### src/sdwm_pkg.sv
/*
 * Constants shared by the supply droop wake monitor: timing counts at the
 * 25 MHz ref_clk, droop ratio, and the period thresholds for the enable pin.
 * Assumes a 25 MHz clock and an external ADC-style supply level input.
 */
package sdwm_pkg;

   // ----------------------------------------------------------------------
   // Clock
   // ----------------------------------------------------------------------
   localparam int unsigned CLK_HZ = 25_000_000;

   // ----------------------------------------------------------------------
   // Times in their own units
   // ----------------------------------------------------------------------
   localparam int unsigned ARM_QUAL_NS     = 500;
   localparam int unsigned WAKE_PULSE_NS   = 1_000;
   localparam int unsigned WAKE_RATE_HZ    = 33_000;
   localparam int unsigned DIS_PERIOD_US   = 177;
   localparam int unsigned EN_PERIOD_US    = 57;

   // ----------------------------------------------------------------------
   // Cycle counts
   // ----------------------------------------------------------------------
   // Least time: strictly longer than 500 ns, so one count past the rounded-up value
   localparam int unsigned ARM_QUAL_CYC   = (ARM_QUAL_NS * (CLK_HZ / 1_000_000) + 999) / 1_000;
   localparam int unsigned WAKE_PULSE_CYC = WAKE_PULSE_NS * (CLK_HZ / 1_000_000) / 1_000;
   localparam int unsigned WAKE_REP_CYC   = CLK_HZ / WAKE_RATE_HZ;
   localparam int unsigned DIS_PERIOD_CYC = DIS_PERIOD_US * (CLK_HZ / 1_000_000);
   localparam int unsigned EN_PERIOD_CYC  = EN_PERIOD_US * (CLK_HZ / 1_000_000);

   localparam int unsigned DIS_RUN_COUNT  = 63;
   localparam int unsigned EN_CUM_COUNT   = 32;

   // ----------------------------------------------------------------------
   // Widths and droop ratio (trip when level*100 <= ref*97)
   // ----------------------------------------------------------------------
   localparam int unsigned LVL_W      = 12;
   localparam int unsigned PER_W      = 13;
   localparam int unsigned TMR_W      = 10;
   localparam int unsigned CNT_W      = 6;
   localparam int unsigned DROOP_NUM  = 97;
   localparam int unsigned DROOP_DEN  = 100;

endpackage : sdwm_pkg

### src/sdwm_monitor.sv
/*
 * Digital core of the supply droop wake monitor: cycle detection on the
 * winding comparator, reference sampling, wake pulse drive and the open-drain
 * secondary enable output.
 * Assumes synchronous inputs, resetn driven low by supply undervoltage lockout,
 * and a supply level word from an external converter.
 */
`timescale 1ns/100ps

// How it works
// [RL1] Each detected power cycle captures the supply level as new droop reference.
// [RL2] Supply at or below 97 percent of reference switches wake into output mode.
// [RL3] Reset from undervoltage lockout holds all state inactive.
// [RL4] Arm detection after wake stays below threshold longer than 500 ns.
// [RL5] Armed rise gives one detect pulse: restart oscillator, count, sample.
// [RL6] Wake output drives 1 us pulses at 33 kHz until a cycle is detected.
// [RL7] Enable pulled low after 63 consecutive periods longer than 177 us.
// [RL8] Enable released after 32 cumulative periods shorter than 57 us.
// [RL9] Controller delivers power cycles no more than 40 ms apart.
// [RL10] Period is detect-to-detect; long run clears on shorter, short count on toggle.
module sdwm_monitor (
   // Clock and lockout reset
   input  wire logic                       ref_clk,
   input  wire logic                       resetn,
   // Winding comparator and supply level
   input  wire logic                       wake_above_thr,
   input  wire logic [sdwm_pkg::LVL_W-1:0] supply_level,
   // Wake pin drive
   output logic                            wake_oe,
   output logic                            wake_out,
   // Open-drain secondary enable
   output logic                            secondary_enable_out_oe,
   output logic                            secondary_enable_out,
   // Status
   output logic                            power_cycle_detect,
   output logic [sdwm_pkg::LVL_W-1:0]      ref_level,
   output logic                            wake_mode
);

   // ----------------------------------------------------------------------
   // State
   // ----------------------------------------------------------------------
   logic                        armed_ff,   nxt_armed;
   logic [sdwm_pkg::TMR_W-1:0]  qual_ff,    nxt_qual;
   logic                        pcd_ff,     nxt_pcd;
   logic [sdwm_pkg::LVL_W-1:0]  ref_ff,     nxt_ref;
   logic                        ref_vld_ff, nxt_ref_vld;
   logic                        wmode_ff,   nxt_wmode;
   logic [sdwm_pkg::TMR_W-1:0]  osc_ff,     nxt_osc;
   logic                        wdrv_ff,    nxt_wdrv;
   logic [sdwm_pkg::PER_W-1:0]  per_ff,     nxt_per;
   logic [sdwm_pkg::CNT_W-1:0]  long_ff,    nxt_long;
   logic [sdwm_pkg::CNT_W-1:0]  short_ff,   nxt_short;
   logic                        dis_ff,     nxt_dis;
   logic [7:0]                  pcd_cnt_ff, nxt_pcd_cnt;

   logic                        droop;
   logic                        det;
   logic                        per_long;
   logic                        per_short;

   // ----------------------------------------------------------------------
   // Next-state logic
   // ----------------------------------------------------------------------
   always_comb
   begin
      nxt_armed   = armed_ff;
      nxt_qual    = qual_ff;
      nxt_ref     = ref_ff;
      nxt_ref_vld = ref_vld_ff;
      nxt_wmode   = wmode_ff;
      nxt_osc     = osc_ff;
      nxt_wdrv    = 1'b0;
      nxt_long    = long_ff;
      nxt_short   = short_ff;
      nxt_dis     = dis_ff;
      nxt_pcd_cnt = pcd_cnt_ff;

      // Comparator ignored while we drive the pin ourselves
      det = armed_ff && wake_above_thr && !wdrv_ff;  // RL5
      nxt_pcd = det;                                 // RL5

      // Arming qualification
      if (wake_above_thr || wdrv_ff)
      begin
         nxt_qual = '0;
      end
      else if (qual_ff <= sdwm_pkg::TMR_W'(sdwm_pkg::ARM_QUAL_CYC))
      begin
         nxt_qual = qual_ff + 1'b1;
      end
      if (det)
      begin
         nxt_armed = 1'b0;                           // RL5
      end
      else if (qual_ff > sdwm_pkg::TMR_W'(sdwm_pkg::ARM_QUAL_CYC))
      begin
         nxt_armed = 1'b1;                           // RL4
      end

      // Sampling and droop comparison
      droop = ref_vld_ff && ((32'(supply_level) * sdwm_pkg::DROOP_DEN)
              <= (32'(ref_ff) * sdwm_pkg::DROOP_NUM));         // RL2
      if (det)
      begin
         nxt_ref     = supply_level;                 // RL1
         nxt_ref_vld = 1'b1;
         nxt_wmode   = 1'b0;                         // RL6
         nxt_osc     = '0;                           // RL5
         if (pcd_cnt_ff != '1)
         begin
            nxt_pcd_cnt = pcd_cnt_ff + 1'b1;         // RL5
         end
      end
      else
      begin
         if (droop)
         begin
            nxt_wmode = 1'b1;                        // RL2
         end
         // Entering wake mode restarts the oscillator so the first pulse is full length
         if (droop && !wmode_ff)
         begin
            nxt_osc = '0;                            // RL6
         end
         else if (osc_ff == sdwm_pkg::TMR_W'(sdwm_pkg::WAKE_REP_CYC - 1))
         begin
            nxt_osc = '0;
         end
         else
         begin
            nxt_osc = osc_ff + 1'b1;
         end
      end

      // Wake pulse: first 1 us of each oscillator period
      if (!det && (wmode_ff || droop)
          && nxt_osc < sdwm_pkg::TMR_W'(sdwm_pkg::WAKE_PULSE_CYC))
      begin
         nxt_wdrv = 1'b1;                            // RL6
      end

      // Switching period measurement
      if (det)
      begin
         nxt_per = '0;                               // RL10
      end
      else if (per_ff != '1)
      begin
         nxt_per = per_ff + 1'b1;
      end
      else
      begin
         nxt_per = per_ff;
      end
      // At a detect the counter holds the period minus one
      per_long  = per_ff >= sdwm_pkg::PER_W'(sdwm_pkg::DIS_PERIOD_CYC);      // RL7
      per_short = per_ff < sdwm_pkg::PER_W'(sdwm_pkg::EN_PERIOD_CYC - 1);    // RL8

      if (det && pcd_cnt_ff != '0)
      begin
         if (per_long)
         begin
            nxt_long = long_ff + 1'b1;               // RL7
         end
         else
         begin
            nxt_long = '0;                           // RL10
         end
         if (per_short && dis_ff)
         begin
            nxt_short = short_ff + 1'b1;             // RL8
         end
         if (!dis_ff && per_long
             && long_ff == sdwm_pkg::CNT_W'(sdwm_pkg::DIS_RUN_COUNT - 1))
         begin
            nxt_dis   = 1'b1;                        // RL7
            nxt_long  = '0;
            nxt_short = '0;                          // RL10
         end
         else if (dis_ff && per_short
                  && short_ff == sdwm_pkg::CNT_W'(sdwm_pkg::EN_CUM_COUNT - 1))
         begin
            nxt_dis   = 1'b0;                        // RL8
            nxt_long  = '0;
            nxt_short = '0;                          // RL10
         end
      end
   end

   // ----------------------------------------------------------------------
   // Registers, cleared while the supply is in lockout
   // ----------------------------------------------------------------------
   always_ff @(posedge ref_clk)
   begin
      if (!resetn)
      begin
         armed_ff   <= 1'b0;                         // RL3
         qual_ff    <= '0;
         pcd_ff     <= 1'b0;
         ref_ff     <= '0;
         ref_vld_ff <= 1'b0;
         wmode_ff   <= 1'b0;
         osc_ff     <= '0;
         wdrv_ff    <= 1'b0;
         per_ff     <= '0;
         long_ff    <= '0;
         short_ff   <= '0;
         dis_ff     <= 1'b0;
         pcd_cnt_ff <= '0;
      end
      else
      begin
         armed_ff   <= nxt_armed;
         qual_ff    <= nxt_qual;
         pcd_ff     <= nxt_pcd;
         ref_ff     <= nxt_ref;
         ref_vld_ff <= nxt_ref_vld;
         wmode_ff   <= nxt_wmode;
         osc_ff     <= nxt_osc;
         wdrv_ff    <= nxt_wdrv;
         per_ff     <= nxt_per;
         long_ff    <= nxt_long;
         short_ff   <= nxt_short;
         dis_ff     <= nxt_dis;
         pcd_cnt_ff <= nxt_pcd_cnt;
      end
   end

   // ----------------------------------------------------------------------
   // Outputs
   // ----------------------------------------------------------------------
   assign wake_oe                 = wdrv_ff;
   assign wake_out                = wdrv_ff;
   assign secondary_enable_out_oe = dis_ff;          // RL7
   assign secondary_enable_out    = 1'b0;
   assign power_cycle_detect      = pcd_ff;
   assign ref_level               = ref_ff;
   assign wake_mode               = wmode_ff;

endmodule : sdwm_monitor

### config.mk
export PLATFORM = sky130hd
export DESIGN_NAME = sdwm_monitor
export DESIGN_NICKNAME = d
export VERILOG_FILES = /design/src/sdwm_pkg.sv /design/src/sdwm_monitor.sv
export SDC_FILE = /design/constraint.sdc
export NUM_CORES = 1
export LEC_CHECK = 0
export CAP_MARGIN = 20
export CORE_ASPECT_RATIO = 0.6
export CORE_MARGIN = 1
export CORE_UTILIZATION = 45
export CTS_CLUSTER_SIZE = 12
export DETAILED_ROUTE_END_ITERATION = 16
export DONT_BUFFER_PORTS = 1
export PLACE_DENSITY_LB_ADDON = 0.12
export SETUP_SLACK_MARGIN = 0.4
export SLEW_MARGIN = 10
export SYNTH_ARGS = -nofsm -noshare
export SYNTH_HDL_FRONTEND = slang
export SYNTH_SLANG_ARGS = --single-unit
### constraint.sdc
create_clock -name ref_clk -period 14.6 [get_ports ref_clk]
set_input_delay 0 -clock ref_clk [delete_from_list [all_inputs] [get_ports ref_clk]]
set_output_delay 0 -clock ref_clk [all_outputs]
set_load 0.03 [all_outputs]
==> key figures <==
Critical path
  • Data arrival, critical path: 6.43 ns
  • CP Max Fanout: 10
  • Critical R2R Capture: osc_ff[2]$_SDFF_PN0_
  • Cell family with most CP delay: compound AO/OA/AOI/OAI gates
  • CP Launch Type: flop
  • Worst path bufs/invs: 2
  • Crit path cell chain: ha_1 -> ha_1 -> ha_1 -> inv_1 -> fa_1 -> inv_1 -> ha_1 -> o21a_1 -> o21ai_0 -> a211oi_1 -> a2111oi_0 -> a21oi_1 -> xnor2_1 -> ha_1 -> and3_1 -> a221o_1 -> a211oi_1 -> a21oi_1 -> o21ai_1 -> nor2_1
  • Register-to-Register Path Depth: 20
  • FF-to-FF setup slack: 8.38 ns
  • CP Class: flop to flop
  • CP required: 14.80 ns
  • Cell mode on critical path: ha_1
  • Critical path endpoint category: flop
  • Critical path's largest stage delay: 0.76 ns
  • Worst r2r src: ref_level[5]$_SDFFE_PN0P_
  • Slowest cell on crit path: a2111oi_0

Synthesis
  • Synth top area cells: ha_1 27%, dfxtp_1 24%, inv_1 4.7%
  • Cell taking the most area after synthesis: ha_1
  • Register area share after synthesis: 24.3%
  • Post-synth EDFFs: 0
  • Mapped Cells: 677
  • Async set-reset flop share out of synthesis: 0%
  • Syn nets: 827
  • Count leader, synth: ha_1
  • Ys flop type: dfxtp_1
  • Synth Register Bits: 71
  • Avg Inst Size Synth: 8.65 sq um
  • Commonest cells in the netlist: 124 x ha_1, 74 x inv_1, 71 x dfxtp_1, 59 x nor2_1, 54 x nand2_1
  • Yosys warns: 0
  • Cell Area, Synth: 5850 sq um
  • Synth top area share: 26.5%
  • Distinct cell type count after synthesis: 56

Route
  • Routed WL: 13.8 mm
  • DR iter-0 viols: 308
  • WL per Instance: 16.1 microns
  • DR vias: 4,649
  • Via density: 5.41
  • Post-route DRC violation count: 0
  • Routed Antenna Nets: 0
  • Drt pass-1 iters: 7

Floorplan
  • Die height: 90.4 microns
  • Row cnt: 31
  • Die Wd: 149 microns
  • Core Box Area: 12,400 sq um
  • # IOs: 33
  • Starting Density: 47.3%
  • Die area: 13,500 sq um

Global routing
  • GR Overflow Total: 0
  • Vias in the first global route: 4,468
  • Total GRT Usage: 21.9%
  • Global-route wire length before repair: 22.9 mm
  • Largest net degree at the start of global routing: 38
  • Initial antenna violation count: 0

Cells and area
  • Ratio of cells with drive above 1 in the final layout: 3.17%
  • Nets@finish: 839
  • Final instance area: 6470 sq um
  • # diodes: 0
  • Area Overhead vs Synth: 10.5%

Clock tree
  • Clock root buffer: clkbuf_16
  • CTS tree: built
  • Worst skew pair latency: 0.34 ns
  • Clock Sinks: 71
  • Clock slew at reported path FFs: 0.06 ns
  • CTS max path bufs: 2
  • CTS buffer count: 9
  • # H-tree levels: 3
  • Post-CTS setup buffers: 0

Timing
  • Rel. slew slack: 35.1%
  • Max Slew Vio Count: 0
  • Min Tclk post-route: 6.22 ns
  • Hold Fails Final Rpt: 0
  • Max Freq: 161 MHz
  • Setup violations, final: 0
  • Slew at the pin closest to its max-slew limit: 0.950 ns
  • Tcrit/Tclk final: 42.6%
  • RSZ-0062 raised after global routing: false
  • Clock Skew: 0.00694 ns
  • Total Neg Setup Slack: 0 ns

Min path
  • Hold EP: long_ff[3]$_SDFFE_PN0P_
  • HP Class: input port to flop
  • Hold Path Depth: 4
  • Hold_sp: resetn

Outcome
  • Outcome: complete, no violations

Pwr
  • Max IR drop VDD: 0.0523 mV
  • Leakage: 2.97 nW
  • Pwr/cell area: 86.7 nW/um^2

Placement
  • Detailed placement HPWL: 10.7 mm
  • PortBufs: 0
  • GPL Wtd Cong: 0.871
  • Placed inst area: 5990 sq um

Run
  • Max-cap violations: 0
==> how the worst max path moves through the flow <==
stage	startpoint	end	slack, ns	depth (start not counted)
2_1_floorplan	ref_level[6]$_SDFFE_PN0P_	osc_ff[2]$_SDFF_PN0_	9.24	20
4_1_cts	ref_level[5]$_SDFFE_PN0P_	osc_ff[2]$_SDFF_PN0_	8.40	20
6_report	ref_level[5]$_SDFFE_PN0P_	osc_ff[2]$_SDFF_PN0_	8.38	20
3_5_place_dp	ref_level[3]$_SDFFE_PN0P_	osc_ff[2]$_SDFF_PN0_	8.47	17
3_3_place_gp	ref_level[5]$_SDFFE_PN0P_	osc_ff[4]$_SDFF_PN0_	8.70	20
5_1_grt	ref_level[5]$_SDFFE_PN0P_	osc_ff[9]$_SDFF_PN0_	7.96	20
==> registers in the layout (all words and copies together), names as in the netlist <==
register                 count
pcd_cnt_ff                   8
short_ff                     6
wake_oe                      1
ref_vld_ff                   1
osc_ff                      10
power_cycle_detect           1
per_ff                      13
wake_mode                    1
ref_level                   12
secondary_enable_out_oe      1
armed_ff                     1
long_ff                      6
qual_ff                     10
==> placed cells by master, fill, tap and decap left out, types with 4 or more instances in the layout <==
| cell | count |
|---|---|
| nand2_1 | 54 |
| dfxtp_1 | 71 |
| nor4_1 | 4 |
| inv_1 | 74 |
| nand4_1 | 13 |
| a31oi_1 | 4 |
| nand2b_1 | 6 |
| dlygate4sd3_1 | 15 |
| ha_1 | 124 |
| fa_1 | 11 |
| o31ai_1 | 8 |
| xnor2_1 | 31 |
| and4_1 | 4 |
| nand3_1 | 21 |
| o21a_1 | 10 |
| xor2_1 | 23 |
| a21oi_1 | 28 |
| clkbuf_16 | 9 |
| and3_1 | 11 |
| a211oi_1 | 9 |
| nor2_1 | 59 |
| o21ai_0 | 22 |
| and2_1 | 9 |
| nor3_1 | 6 |
| a21boi_0 | 14 |
==> repair_timing <==
action                    4_1_cts  5_1_grt
resized for setup               0        0
hold endpoints to repair       45        0
hold buffers                   16        0
==> where the power goes <==
group          switching [mW]  internal (mW)  leakage (nW)  total (mW)
logic                  0.0764         0.0608          2.26       0.137
clock network          0.0920          0.134         0.143       0.226
registers             0.00221          0.195         0.573       0.198
total                   0.171          0.390          2.97       0.561
==> kinds of logic (layout without fill, tap and decap cells) <==
group                      after synthesis  count (layout)  share of synthesized area, %
buffers and inverters                   89             106                          5.90
DFF                                     71              71                          24.3
adders and majority gates              135             135                          30.3
xor gates and xnor gates                54              54                          8.08
muxes                                    3               3                         0.513
other                                    1               1                        0.0641
AOI/OAI and AO/OA                      119             119                          13.8
and+or+nand+nor                        205             205                          17.1
==> worst reg2reg max path, cell delays in order, from the launching register on <==
cell       delay [ns]
dfxtp_1          0.60
ha_1             0.32
ha_1             0.29
ha_1             0.28
inv_1            0.05
fa_1             0.50
inv_1            0.04
ha_1             0.34
o21a_1           0.18
o21ai_0          0.29
a211oi_1         0.10
a2111oi_0        0.76
a21oi_1          0.18
xnor2_1          0.24
ha_1             0.27
and3_1           0.16
a221o_1          0.38
a211oi_1         0.23
a21oi_1          0.15
o21ai_1          0.59
nor2_1           0.12
==> stage by stage <==
stage          power, mW  std cells  setup slack (ns)  hold WS, ns  utilization, %
6_report           0.561        859              8.38       0.0127            52.3
5_1_grt            0.593        859              7.96       0.0533            52.3
4_1_cts            0.563        859              8.40      0.00777            52.3
3_5_place_dp       0.331        827              8.47        0.129            48.4
3_3_place_gp       0.324        827              8.70        0.126            48.4
2_1_floorplan      0.304        677              9.24        0.145               -
==> cell type report <==
type,instances,area [sq um]
repair buffers,16,170
well taps,165,206
fillers,1176,5900
clock buffers,9,225
multi-input cells,517,4090
flip-flops and latches,71,1420
clock inverters,7,80.1
inverters,74,278
==> per-layer routing <==
metal,track usage [%],wire [microns]
met5,0,0
met4,4.68,150
met3,4.60,781
met2,29.3,5170
met1,34.5,7710
Power figures use the tool's default switching activity.
